**src/flash_sec_defs.svh**
```systemverilog
// offsets, field positions, reset values and timing counts of the security/status bank
`ifndef FLASH_SEC_DEFS_SVH
`define FLASH_SEC_DEFS_SVH

`define LOCK_CONFIG_OFS       8'h01
`define CMD_WORD_INDEX_OFS    8'h02
`define PROT_STATUS_OFS       8'h03
`define CONFIG_OFS            8'h04

`define SEC_BYTE_ADDR         24'hFFFE0F
`define KEY_GATE_HI           7
`define KEY_GATE_LO           6
`define LOCK_STATE_HI         1
`define LOCK_STATE_LO         0
`define KEY_GATE_ENABLED      2'h2
`define LOCK_UNSECURED        2'h2
`define LOCK_ALL_SET          8'hFF

`define OVERRIDE_BIT          7
`define WS_DONE_BIT           0
`define WAIT_FIELD_HI         3
`define WAIT_FIELD_LO         2
`define WAIT_RESET            2'h3
`define INDEX_WIDTH           3
`define INDEX_RESET           3'h0

`define SETTLE_NS             16
`define SETTLE_CYCLES         ((`SETTLE_NS * 125 + 999) / 1000)

`endif

```
**src/flash_sec_pkg.sv**
```systemverilog
// types of the security/status bank
package flash_sec_pkg;
	typedef logic [7:0] byte_t;
	typedef logic [1:0] wait_t;
	typedef enum logic [2:0] {
		LOAD_IDLE = 3'b001,
		LOAD_WAIT = 3'b010,
		LOAD_DONE = 3'b100
	} load_state_t;
endpackage

```
**src/flash_security_status_regs.sv**
```systemverilog
// security, command index and protection status registers of the flash block
//
// What this block does
// during reset sequence, load lock register from nonvolatile security byte
// double bit fault on that read sets every lock register bit
// lock register reads its contents; software writes are ignored
// backdoor key enabled only when key gate bits 7:6 equal 10
// part unsecured only when lock state bits 1:0 equal 10
// backdoor unlock forces lock state field to 10
// software should keep spare bits 5:2 erased
// index field read/write; other index register bits read zero
// index value selects how many parameter words are accessed
// protection status register readable, software writes ignored
// bit 7 reads 1 while protection set by override command
// writing a wait-state change clears done bit 0
// done bit sets once reads run with new wait setting
// while done bit is 0, reads use previous wait setting
// software polls done bit for 1 before changing clock setup
// wait field write while command runs is ignored entirely
// override status holds 0 after reset until override succeeds
`timescale 1ns/100ps
`include "flash_sec_defs.svh"

module flash_security_status_regs #(
	parameter int INDEX_WIDTH = `INDEX_WIDTH
) (
	input  wire logic                    clk_sys,
	input  wire logic                    rst,
	input  wire logic                    clkEn,
	input  wire logic [7:0]              regAddr,
	input  wire logic [7:0]              regWrData,
	input  wire logic                    regWrite,
	input  wire logic                    regRead,
	output logic      [7:0]              regRdData,
	output logic      [23:0]             nvReadAddr,
	output logic                         nvReadReq,
	input  wire logic                    nvReadValid,
	input  wire logic [7:0]              nvReadData,
	input  wire logic                    nvDoubleFault,
	input  wire logic                    backdoorUnlock,
	input  wire logic                    overrideDone,
	input  wire logic                    overrideClear,
	input  wire logic                    commandComplete,
	output logic                         backdoorKeyEnabled,
	output logic                         partUnsecured,
	output logic      [INDEX_WIDTH-1:0]  commandWordIndex,
	output flash_sec_pkg::wait_t         readWaitCycles,
	output logic                         loadDone
);
	import flash_sec_pkg::*;

	localparam int SETTLE = (`SETTLE_CYCLES < 1) ? 1 : `SETTLE_CYCLES;

	// ----------------------------------------------------------------
	// decode helpers
	// ----------------------------------------------------------------
	function automatic logic hitWrite(input logic [7:0] ofs);
		hitWrite = regWrite && (regAddr == ofs);
	endfunction

	function automatic logic keyOpen(input byte_t v);
		keyOpen = (v[`KEY_GATE_HI:`KEY_GATE_LO] == `KEY_GATE_ENABLED);
	endfunction

	function automatic logic lockOpen(input byte_t v);
		lockOpen = (v[`LOCK_STATE_HI:`LOCK_STATE_LO] == `LOCK_UNSECURED);
	endfunction

	// ----------------------------------------------------------------
	// reset-time load of lock register
	// ----------------------------------------------------------------
	load_state_t loadState;
	byte_t       lockConfig;

	always_ff @(posedge clk_sys) begin
		if (rst) begin
			loadState  <= LOAD_IDLE;
			nvReadReq  <= 1'b0;
			nvReadAddr <= `SEC_BYTE_ADDR;
			loadDone   <= 1'b0;
		end else if (clkEn) begin
			case (loadState)
				LOAD_IDLE: begin
					nvReadReq <= 1'b1;
					loadState <= LOAD_WAIT;
				end
				LOAD_WAIT: begin
					if (nvReadValid) begin
						nvReadReq <= 1'b0;
						loadDone  <= 1'b1;
						loadState <= LOAD_DONE;
					end
				end
				LOAD_DONE: begin
					loadState <= LOAD_DONE;
				end
				default: begin
					loadState <= LOAD_IDLE;
				end
			endcase
		end
	end

	// lock register; bus writes never reach it
	always_ff @(posedge clk_sys) begin
		if (rst) begin
			lockConfig <= `LOCK_ALL_SET;
		end else if (clkEn) begin
			if (loadState == LOAD_WAIT && nvReadValid) begin
				if (nvDoubleFault) begin
					lockConfig <= `LOCK_ALL_SET;
				end else begin
					lockConfig <= nvReadData;
				end
			end else if (loadState == LOAD_DONE && backdoorUnlock) begin
				lockConfig[`LOCK_STATE_HI:`LOCK_STATE_LO] <= `LOCK_UNSECURED;
			end
		end
	end

	// ----------------------------------------------------------------
	// decoded security state
	// ----------------------------------------------------------------
	always_ff @(posedge clk_sys) begin
		if (rst) begin
			backdoorKeyEnabled <= 1'b0;
			partUnsecured      <= 1'b0;
		end else if (clkEn) begin
			backdoorKeyEnabled <= keyOpen(lockConfig);
			partUnsecured      <= lockOpen(lockConfig);
		end
	end

	// ----------------------------------------------------------------
	// command word index
	// ----------------------------------------------------------------
	always_ff @(posedge clk_sys) begin
		if (rst) begin
			commandWordIndex <= INDEX_WIDTH'(`INDEX_RESET);
		end else if (clkEn && hitWrite(`CMD_WORD_INDEX_OFS)) begin
			commandWordIndex <= regWrData[INDEX_WIDTH-1:0];
		end
	end

	// ----------------------------------------------------------------
	// protection override status
	// ----------------------------------------------------------------
	logic overrideActive;

	always_ff @(posedge clk_sys) begin
		if (rst) begin
			overrideActive <= 1'b0;
		end else if (clkEn) begin
			if (overrideDone) begin
				overrideActive <= 1'b1;
			end else if (overrideClear) begin
				overrideActive <= 1'b0;
			end
		end
	end

	// ----------------------------------------------------------------
	// wait-state request and switch
	// ----------------------------------------------------------------
	wait_t requestedWait;
	logic  waitDone;
	logic  [$clog2(SETTLE+1)-1:0] settleCount;
	wire   waitWrite = regWrite && (regAddr == `CONFIG_OFS) && commandComplete;
	wire   waitChange = waitWrite &&
		(regWrData[`WAIT_FIELD_HI:`WAIT_FIELD_LO] != requestedWait);

	always_ff @(posedge clk_sys) begin
		if (rst) begin
			requestedWait <= `WAIT_RESET;
		end else if (clkEn && waitChange) begin
			requestedWait <= regWrData[`WAIT_FIELD_HI:`WAIT_FIELD_LO];
		end
	end

	always_ff @(posedge clk_sys) begin
		if (rst) begin
			readWaitCycles <= `WAIT_RESET;
			waitDone       <= 1'b1;
			settleCount    <= '0;
		end else if (clkEn) begin
			if (waitChange) begin
				waitDone    <= 1'b0;
				settleCount <= ($clog2(SETTLE+1))'(SETTLE);
			end else if (!waitDone) begin
				if (settleCount > 1) begin
					settleCount <= settleCount - 1'b1;
				end else begin
					readWaitCycles <= requestedWait;
					waitDone       <= 1'b1;
					settleCount    <= '0;
				end
			end
		end
	end

	// ----------------------------------------------------------------
	// read port
	// ----------------------------------------------------------------
	byte_t next_rdData;

	always_comb begin
		next_rdData = 8'h00;
		case (regAddr)
			`LOCK_CONFIG_OFS: begin
				next_rdData = lockConfig;
			end
			`CMD_WORD_INDEX_OFS: begin
				next_rdData[INDEX_WIDTH-1:0] = commandWordIndex;
			end
			`PROT_STATUS_OFS: begin
				next_rdData[`OVERRIDE_BIT] = overrideActive;
				next_rdData[`WS_DONE_BIT]  = waitDone;
			end
			`CONFIG_OFS: begin
				next_rdData[`WAIT_FIELD_HI:`WAIT_FIELD_LO] = requestedWait;
			end
			default: begin
				next_rdData = 8'h00;
			end
		endcase
	end

	always_ff @(posedge clk_sys) begin
		if (rst) begin
			regRdData <= 8'h00;
		end else if (clkEn) begin
			regRdData <= regRead ? next_rdData : 8'h00;
		end
	end
endmodule

```
**config.mk**
```make
export PLATFORM = sky130hd
export DESIGN_NAME = flash_security_status_regs
export DESIGN_NICKNAME = d
export VERILOG_FILES = /design/src/flash_sec_pkg.sv /design/src/flash_security_status_regs.sv
export VERILOG_INCLUDE_DIRS = /design/src /design/src/src
export SDC_FILE = /design/constraint.sdc
export NUM_CORES = 1
export LEC_CHECK = 0
export ABC_AREA = 0
export BUFFER_PORTS_ARGS = -buffer_cell sky130_fd_sc_hd__buf_2
export CORE_MARGIN = 4
export CORE_UTILIZATION = 43
export CTS_CLUSTER_DIAMETER = 150
export DETAILED_ROUTE_END_ITERATION = 8
export PLACE_DENSITY = 0.76
export SYNTH_ARGS = -nofsm -noshare
export SYNTH_HDL_FRONTEND = slang
export SYNTH_SLANG_ARGS = --single-unit
```
**constraint.sdc**
```tcl
create_clock -name clk_sys -period 1.45 [get_ports clk_sys]
set_input_delay 0.145 -clock clk_sys [delete_from_list [all_inputs] [get_ports clk_sys]]
set_output_delay 0.145 -clock clk_sys [all_outputs]
set_load 0.02 [all_outputs]
```
### Word level (Yosys, flattened, before mapping)

Cells that the tools add are included.
Widths: inputs -> output; s select.

* equality and inequality tests: 12
* add/sub/neg operators: 1
* shifts and indexed selects: 0
* multiplexer cells: 22
* divide/modulo/power cells: 0
* reductions and logical operators: 19
* $mul: 0
* bitwise operators: 3
* order comparisons: 1

Operators with widths (count)
* $eq 8x2->1 const B: 2
* $mux 8: 2
* $mux 2: 5
* $reduce_and 2->1: 5
* $pmux 3 s3: 1
* $eq 8x1->1 const B: 1
* $eq 8x3->1 const B: 1
* $logic_and 1x1->1: 8
* $pmux 1 s2: 4
* $mux 1: 6
* $mux 3: 2
* $pmux 1 s3: 2
* $reduce_and 3->1: 2
* $reduce_bool 2->1: 3
* $eq 2x2->1 const B: 2
* $reduce_and 4->1: 1
* $eq 3x1->1 const B: 1
* $eq 3x2->1 const B: 1
* $eq 3x3->1 const B: 1
* $not 1->1: 3
* $gt 2x1->1 const B: 1
* $ne 2x1->1 const B: 1
* $ne 2x2->1: 1
* $ne 2x2->1 const B: 1
* $sub 2x1->2 const B: 1

* ROM bits: 0
* memories kept: 0
* RAM bits: 0
* output and inout bits: 41
* bits in registers: 34
* latch bits: 0
* word-level logic and storage cells: 72

### Longest topological paths before layout

Gate-level depths: netlist (run 1).

* depth in word-level cells: 6
* depth in mapped cells: 6

### Worst setup path before layout (run 1)

OpenSTA, ideal clock, no wires.

* path kind: flip-flop to flip-flop
* from: reg loadState[2]
* to: reg lockConfig[2]
* slack: 0.004 ns
* clock period less this slack: 1.446 ns
* cell stages (with the launch flop): 7
* required time: 1.321 ns
* arrival: 1.316 ns
* path through: dfxtp_1 > buf_2 > nor3b_1 > or3b_1 > clkbuf_1 > o22ai_1 > nand2_1

* cells in the longest elaborated chain, start to end: 3

RTL lines
* from (decl): RTL line flash_security_status_regs.sv:72 `load_state_t loadState;`
* from (signal assigned): RTL line flash_security_status_regs.sv:77 `loadState <= LOAD_IDLE;`
* from (signal assigned): RTL line flash_security_status_regs.sv:85 `loadState <= LOAD_WAIT;`
* from (signal assigned): RTL line flash_security_status_regs.sv:91 `loadState <= LOAD_DONE;`
* $eq 3x2->1: RTL line flash_security_status_regs.sv:109 `if (loadState == LOAD_WAIT && nvReadValid) begin`
* $logic_and 1x1->1: RTL line flash_security_status_regs.sv:109
* $reduce_and 2->1 (no line)
* to (signal assigned): RTL line flash_security_status_regs.sv:107 `` lockConfig <= `LOCK_ALL_SET; ``
* to (signal assigned): RTL line flash_security_status_regs.sv:111 `` lockConfig <= `LOCK_ALL_SET; ``
* to (signal assigned): RTL line flash_security_status_regs.sv:113 `lockConfig <= nvReadData;`
* to (decl): RTL line flash_security_status_regs.sv:73 `byte_t lockConfig;`

Every way passes these cells.
A chain may end at the register's enable or synchronous reset.

### Final worst setup path (run 1)

* from: reg loadState[2]
* to: reg lockConfig[1]

* cells in the longest elaborated chain, start to end: 4

RTL lines (RTL line)
* $eq 3x2->1 / $eq 3x3->1 (equally long branches): flash_security_status_regs.sv:109, flash_security_status_regs.sv:115
* $logic_and 1x1->1 (on tied branches): flash_security_status_regs.sv:109, flash_security_status_regs.sv:115
* $reduce_bool 2->1 (no line)
* $reduce_and 2->1 (no line)

Parallel ways exist; a longest one is shown, timed or not.

==> flow_summary.yaml, run 1 <==
outcome:
  status: "completed"
global_route:
  grt_max_degree: 18
  overflow: 0
  grt_pass1_vias: 1517
  antenna_found_initial: 0
  grt_pass1_wl_mm: 6.87
  track_usage: 0.165
setup_path:
  crit_type: "register to register"
  crit_arrival_ns: 1.53
  slowest_stage: "dfxtp_1"
  crit_required_ns: 1.60
  crit_chain: "buf_4, nand3b_1, a211oi_2, mux2i_1, nand2_1"
  endpoint_kind: "register"
  path_delay_family: "flip-flops"
  start_kind: "register"
  cpPeakStageDelay_ns: 0.32
  crit_fanout: 9
  cp_num_buf_inv: 1
clock_tree:
  clock_latency_ns: 0.28
  root_buffer: "clkbuf_8"
  clkTransAtPathRegs_ns: 0.07
  numCtsBuffers: 5
  cts.htree.levels: 2
  cts_buffer_depth: 2
  cts_tree: "yes"
  cts.sinks: 34
timing:
  whs_ns: 0.0969
  timing.fmax_mhz: 725
  rsz0062_at_grt: "true"
  worst_clock_skew_ns: 0.00293
  period_minus_slack_ns: 1.38
  slew_violations: 0
  final_hold_viol_count: 0
  period_share: 0.951
  setup_viol: 0
floorplan:
  pin_count: 76
  start_util: 0.445
  dieWidth_um: 72.1
  core_um2: 3970
  num_rows: 23
  die_h_um: 72.1
  die_area_um2: 5190
placement:
  gp_congestion: 0.793
  dp_hpwl_mm: 3.09
  port_buffers: 47
  dpl.cell_count: 306
  placed_area_um2: 2050
power_and_ir_drop:
  p_comb_frac: 0.138
  peakVddDrop_mv: 0.518
  seq_power_share: 0.495
  p_switching_w: 0.000505
  power_density_nw_per_um2: 893
  power_w: 0.00193
  p_int_w: 0.00143
  leakage_nw: 0.953
  pwr-share-clk: 0.367
  switching_share: 0.261
logic_synthesis:
  synth_edf_count: 0
  syn_inst: 204
  ys_types: 42
  yosysSeqAreaShare: 0.386
  yosysTopAreaCellShare: 0.386
  yosys_most_used_dff: "dfxtp_1"
  ys_seq_elements: 34
  yosys.area.top_type: "dfxtp_1"
  syn_area_per_cell_um2: 8.65
  ys_async_sr_fraction: 0
  synth_area_leaders: "dfxtp_1 (39%), buf_4 (10%), mux2i_1 (5.1%)"
  ys_warn_count: 0
  synth_area_um2: 1770
final_layout:
  fin_area_um2: 2170
  layout_common_cells: "buf_2 (47), dfxtp_1 (32), conb_1 (24)"
  diodes: 0
  mostFrequentLayoutCell: "buf_2"
  fin_util: 0.546
  area_growth_pct: 22.7
  finalNetCount: 298
  fin_cells: 314
  drive_above_1_share: 0.311
route:
  drt_iter0_markers: 87
  drtPass1Iterations: 4
  via_per_inst: 5.01
  drt.antenna.violating_nets: 0
  drc: 0
  routed-via-count: 1572
  route.detailed.wl_per_inst_um: 13.3
  wirelength_mm: 4.18
flow_run:
  drv_cap: 0
min_path:
  hold_class: "input pin to register"
==> final timing paths <==
kind,from,end,cells after the start,slack (ns)
worst min-delay path,regWrData[1],commandWordIndex[1]$_SDFFE_PP0P_,3,0.1
worst max register to register,loadState[2]$_SDFFE_PP0P_,lockConfig[1]$_SDFFE_PP1P_,5,0.07
worst max-delay path,loadState[2]$_SDFFE_PP0P_,lockConfig[1]$_SDFFE_PP1P_,5,0.07
worst min register to register,regRdData[0]$_SDFFE_PP0P_,regRdData[0]$_SDFFE_PP0P_,2,0.45
==> Yosys cell counts, types with 2 or more instances <==
| library cell | count |
|---|---|
| nand3_1 | 6 |
| nor4bb_1 | 2 |
| o22ai_1 | 6 |
| a31o_1 | 2 |
| o21ai_1 | 3 |
| buf_4 | 24 |
| and3_1 | 2 |
| and2_1 | 2 |
| inv_1 | 2 |
| nand2_1 | 21 |
| buf_2 | 3 |
| or3b_1 | 2 |
| buf_1 | 2 |
| nand3b_1 | 7 |
| conb_1 | 2 |
| nand2b_1 | 4 |
| a21oi_1 | 12 |
| nor3_1 | 2 |
| nand4b_1 | 2 |
| o21ai_0 | 5 |
| nor2_1 | 21 |
| a22oi_1 | 5 |
| dfxtp_1 | 34 |
| mux2i_1 | 9 |
| clkbuf_1 | 4 |
| nand4_1 | 2 |
| nor3b_1 | 3 |
==> logic make-up (layout without fill, tap and decap cells) <==
group / count (synthesis) / count (layout) / share of synthesized area
flops: 34 / 34 / 0.386
compound gates: 41 / 41 / 0.155
other cells: 2 / 24 / 0.00425
buf+inv: 36 / 74 / 0.130
mux: 9 / 9 / 0.0510
simple gates: 80 / 80 / 0.249
xor+xnor: 2 / 2 / 0.0248
==> worst reg2reg max path: stages, from the launching register on <==
cell      delay, ns
dfxtp_1        0.32
buf_4          0.17
nand3b_1       0.19
a211oi_2       0.31
mux2i_1        0.21
nand2_1        0.06
==> power by group through the flow <==
stage	Sequential, W	Clock [W]	Combinational (W)
floorplan	0.000983	0	0.000202
global placement	0.000978	0	0.000258
detailed placement	0.000978	0	0.000259
CTS	0.000957	0.000732	0.000261
global route	0.000960	0.000777	0.000294
finish	0.000958	0.000709	0.000267
==> state kept, by name (all words and copies together), names as in the netlist <==
| register | cells |
|---|---|
| requestedWait | 2 |
| settleCount | 2 |
| backdoorKeyEnabled | 1 |
| readWaitCycles | 2 |
| loadState | 3 |
| partUnsecured | 1 |
| commandWordIndex | 3 |
| regRdData | 8 |
| loadDone | 1 |
| waitDone | 1 |
| nvReadReq | 1 |
| lockConfig | 8 |
| overrideActive | 1 |
==> stage by stage <==
stage / setup TNS, ns / setup WS [ns]
floorplan: 0 / 0.00444
global placement: 0 / 0.00204
detailed placement: -0.0336 / -0.0180
CTS: 0 / 0.0332
global route: -0.00473 / -0.00473
finish: 0 / 0.0710
==> area by class of cell <==
cell class	instances	area [um2]
inverter	3	11.3
tap	50	62.6
sequential	34	683
clock inverter	1	5.00
timing repair buffer	63	355
clock buffer	7	86.3
multi-input combinational	156	963
fill	393	1800
==> layer usage <==
layer,wire length [um],vias up,global-route usage,part of all wire
met2,2070,60,0.266,0.49
li1,-,785,-,-
met1,1810,723,0.215,0.43
met3,287,4,0.0512,0.069
met5,0,-,0,0
met4,20,0,0.0397,0.0048
==> timing repair <==
item                                    in CTS  in global routing
endpoints found under the setup margin       4                 11
pin swaps                                    0                  1
buffers inserted                             0                  0
hold buffers                                 0                  0
hold endpoints to repair                     0                  0
resized for setup                            2                  4
Power figures use the tool's default switching activity.
==> inputs of run 2 (changes only) <==
--- a/config.mk
+++ b/config.mk
@@ -9,10 +9,10 @@
 export ABC_AREA = 0
 export BUFFER_PORTS_ARGS = -buffer_cell sky130_fd_sc_hd__buf_2
 export CORE_MARGIN = 4
-export CORE_UTILIZATION = 43
+export CORE_UTILIZATION = 51
 export CTS_CLUSTER_DIAMETER = 150
 export DETAILED_ROUTE_END_ITERATION = 8
-export PLACE_DENSITY = 0.76
+export PLACE_DENSITY = 0.85
 export SYNTH_ARGS = -nofsm -noshare
 export SYNTH_HDL_FRONTEND = slang
 export SYNTH_SLANG_ARGS = --single-unit
==> constraint.sdc (replaced) <==
create_clock -name clk_sys -period 1.6 [get_ports clk_sys]
set_input_delay 0.16 -clock clk_sys [delete_from_list [all_inputs] [get_ports clk_sys]]
set_output_delay 0.16 -clock clk_sys [all_outputs]
set_load 0.02 [all_outputs]
==> run 2 against run 1 <==
Compared with the run above: register-to-register slack gained 0.07 ns; flip-flop and latch count is the same; worst setup slack gained 0.070 ns; wire length rose by 2.8%; die area is 14% lower; non-clock buffer count fell by 6; maximum frequency fell by 5.5%; sequential power decreased by 9.5%; clock-buffer cell count decreased by 2; clock power is 15% higher; critical path type unchanged; hold slack worse by 0.061 ns; global-route usage grew 4.3 points.
==> flow_summary.yaml, run 2 (synthesized netlist as in run 1, its figures left out) <==
outcome:
  status: "completed"
timing:
  slew_violations: 0
  period_share: 0.912
  finalWorstSetupSlack_ns: 0.141
  worst_clock_skew_ns: 0.00969
  whs_ns: 0.0357
  rsz0062_at_grt: "false"
  period_minus_slack_ns: 1.46
  final_hold_viol_count: 0
  tns_ns: 0
  setup_viol: 0
  timing.fmax_mhz: 686
final_layout:
  layout_common_cells: "buf_2 (47), dfxtp_1 (34), conb_1 (24)"
  regArea_um2: 681
  top_regs: "lockConfig: 8 flops, regRdData: 8 flops"
  diodes: 0
  multiInputGateArea_um2: 953
  mostFrequentLayoutCell: "buf_2"
  finalNetCount: 292
  fin_util: 0.635
  nFillCells: 305
  area_growth_pct: 20.1
  fin_cells: 304
  drive_above_1_share: 0.283
floorplan:
  core_um2: 3340
  num_rows: 21
  dieWidth_um: 66.8
  pin_count: 76
  die_area_um2: 4470
  start_util: 0.529
  die_h_um: 66.8
clock_tree:
  cts_buffer_depth: 2
  cts.htree.levels: 2
  clkTransAtPathRegs_ns: 0.12
  clock_latency_ns: 0.35
  root_buffer: "clkbuf_4"
  cts_tree: "yes"
  cts.sinks: 34
  numCtsBuffers: 5
placement:
  place_ws_ns: 0.0643
  dpl.cell_count: 296
  dp_hpwl_mm: 3.01
  gp_congestion: 0.812
  port_buffers: 47
flow_run:
  drv_cap: 0
setup_path:
  crit_chain: "xnor2_2, a211oi_4, a2111oi_4, mux2i_1"
  cp_num_buf_inv: 0
  r2r_setup_slack_ns: 0.14
  crit_required_ns: 1.87
  endpoint_kind: "register"
  crit_arrival_ns: 1.73
  start_kind: "register"
  path_delay_family: "compound AO/OA/AOI/OAI gates"
  timing.rr.end: "readWaitCycles[1]$_SDFFE_PP1P_"
  r2r-start: "requestedWait[0]$_SDFFE_PP1P_"
  crit_fanout: 4
  crit_type: "register to register"
  cpPeakStageDelay_ns: 0.43
  ff2ff_path_depth: 4
  slowest_stage: "dfxtp_1"
global_route:
  track_usage: 0.208
  grt_pass1_vias: 1549
  grt_max_degree: 19
  overflow: 0
  grt_pass1_wl_mm: 6.96
  antenna_found_initial: 0
route:
  drt.antenna.violating_nets: 0
  via_per_inst: 5.22
  drtPass1Iterations: 4
  route.detailed.wl_per_inst_um: 14.2
  drt_iter0_markers: 120
  wirelength_mm: 4.30
  drc: 0
  routed-via-count: 1588
min_path:
  holdPathEnd: "commandWordIndex[0]$_SDFFE_PP0P_"
  whs_path_depth: 3
  worstHoldStart: "regWrData[0]"
  hold_class: "input pin to register"
power_and_ir_drop:
  power_density_nw_per_um2: 900
  leakage_nw: 0.930
  peakVddDrop_mv: 0.762
run 2: changes by cell type in the layout (fill, tap and decap cells not counted), sizes merged:
cell,change
buf,-6
clkbuf,-2
bufinv,+2
run 2: worst max path at each step:
stage	startpoint	to	cells past startpoint
2_1_floorplan	loadState[2]$_SDFFE_PP0P_	lockConfig[2]$_SDFFE_PP1P_	6
3_3_place_gp	regAddr[0]	settleCount[0]$_SDFFE_PP0P_	5
3_5_place_dp	requestedWait[1]$_SDFFE_PP1P_	readWaitCycles[1]$_SDFFE_PP1P_	4
4_1_cts	requestedWait[0]$_SDFFE_PP1P_	readWaitCycles[1]$_SDFFE_PP1P_	4
5_1_grt	requestedWait[0]$_SDFFE_PP1P_	readWaitCycles[1]$_SDFFE_PP1P_	4
6_report	requestedWait[0]$_SDFFE_PP1P_	readWaitCycles[1]$_SDFFE_PP1P_	4
run 2: layout make-up:
| class | instances | share of cell area |
|---|---|---|
| Clock buffer | 5 | 0.0177 |
| Clock inverter | 3 | 0.0325 |
| Multi-Input combinational cell | 156 | 0.450 |
| Timing Repair Buffer | 57 | 0.146 |
| Inverter | 3 | 0.00531 |
| Sequential cell | 34 | 0.321 |
| Tap cell | 46 | 0.0272 |
run 2: stage by stage:
step                      total power, W  cell area (um2)
after floorplan                  0.00107             1850
after global placement           0.00111             2000
after detailed placement         0.00111             2000
after CTS                        0.00191             2100
after global routing             0.00198             2120
final                            0.00191             2120
run 2: power breakdown:
part           total (W)  switching (W)  internal, W
logic           0.000229       0.000149    0.0000799
clock network   0.000812       0.000323     0.000488
registers       0.000867     0.00000903     0.000858
run 2: worst reg2reg max path, stage by stage, from the launching register on:
cell       delay, ns
dfxtp_1         0.43
xnor2_2         0.16
a211oi_4        0.12
a2111oi_4       0.43
mux2i_1         0.23
run 2: layer usage:
layer  part of all wire  global-route usage
met1               0.41               0.247
met2               0.50               0.364
met3              0.078              0.0540
met5                  0                   0
met4              0.014              0.0635
run 2: what timing repair did:
| item | in CTS | in global routing |
|---|---|---|
| hold buffers | 0 | 0 |
| resized for setup | 0 | 2 |
| setup endpoints to repair | 0 | 4 |
| buffers inserted | 0 | 0 |
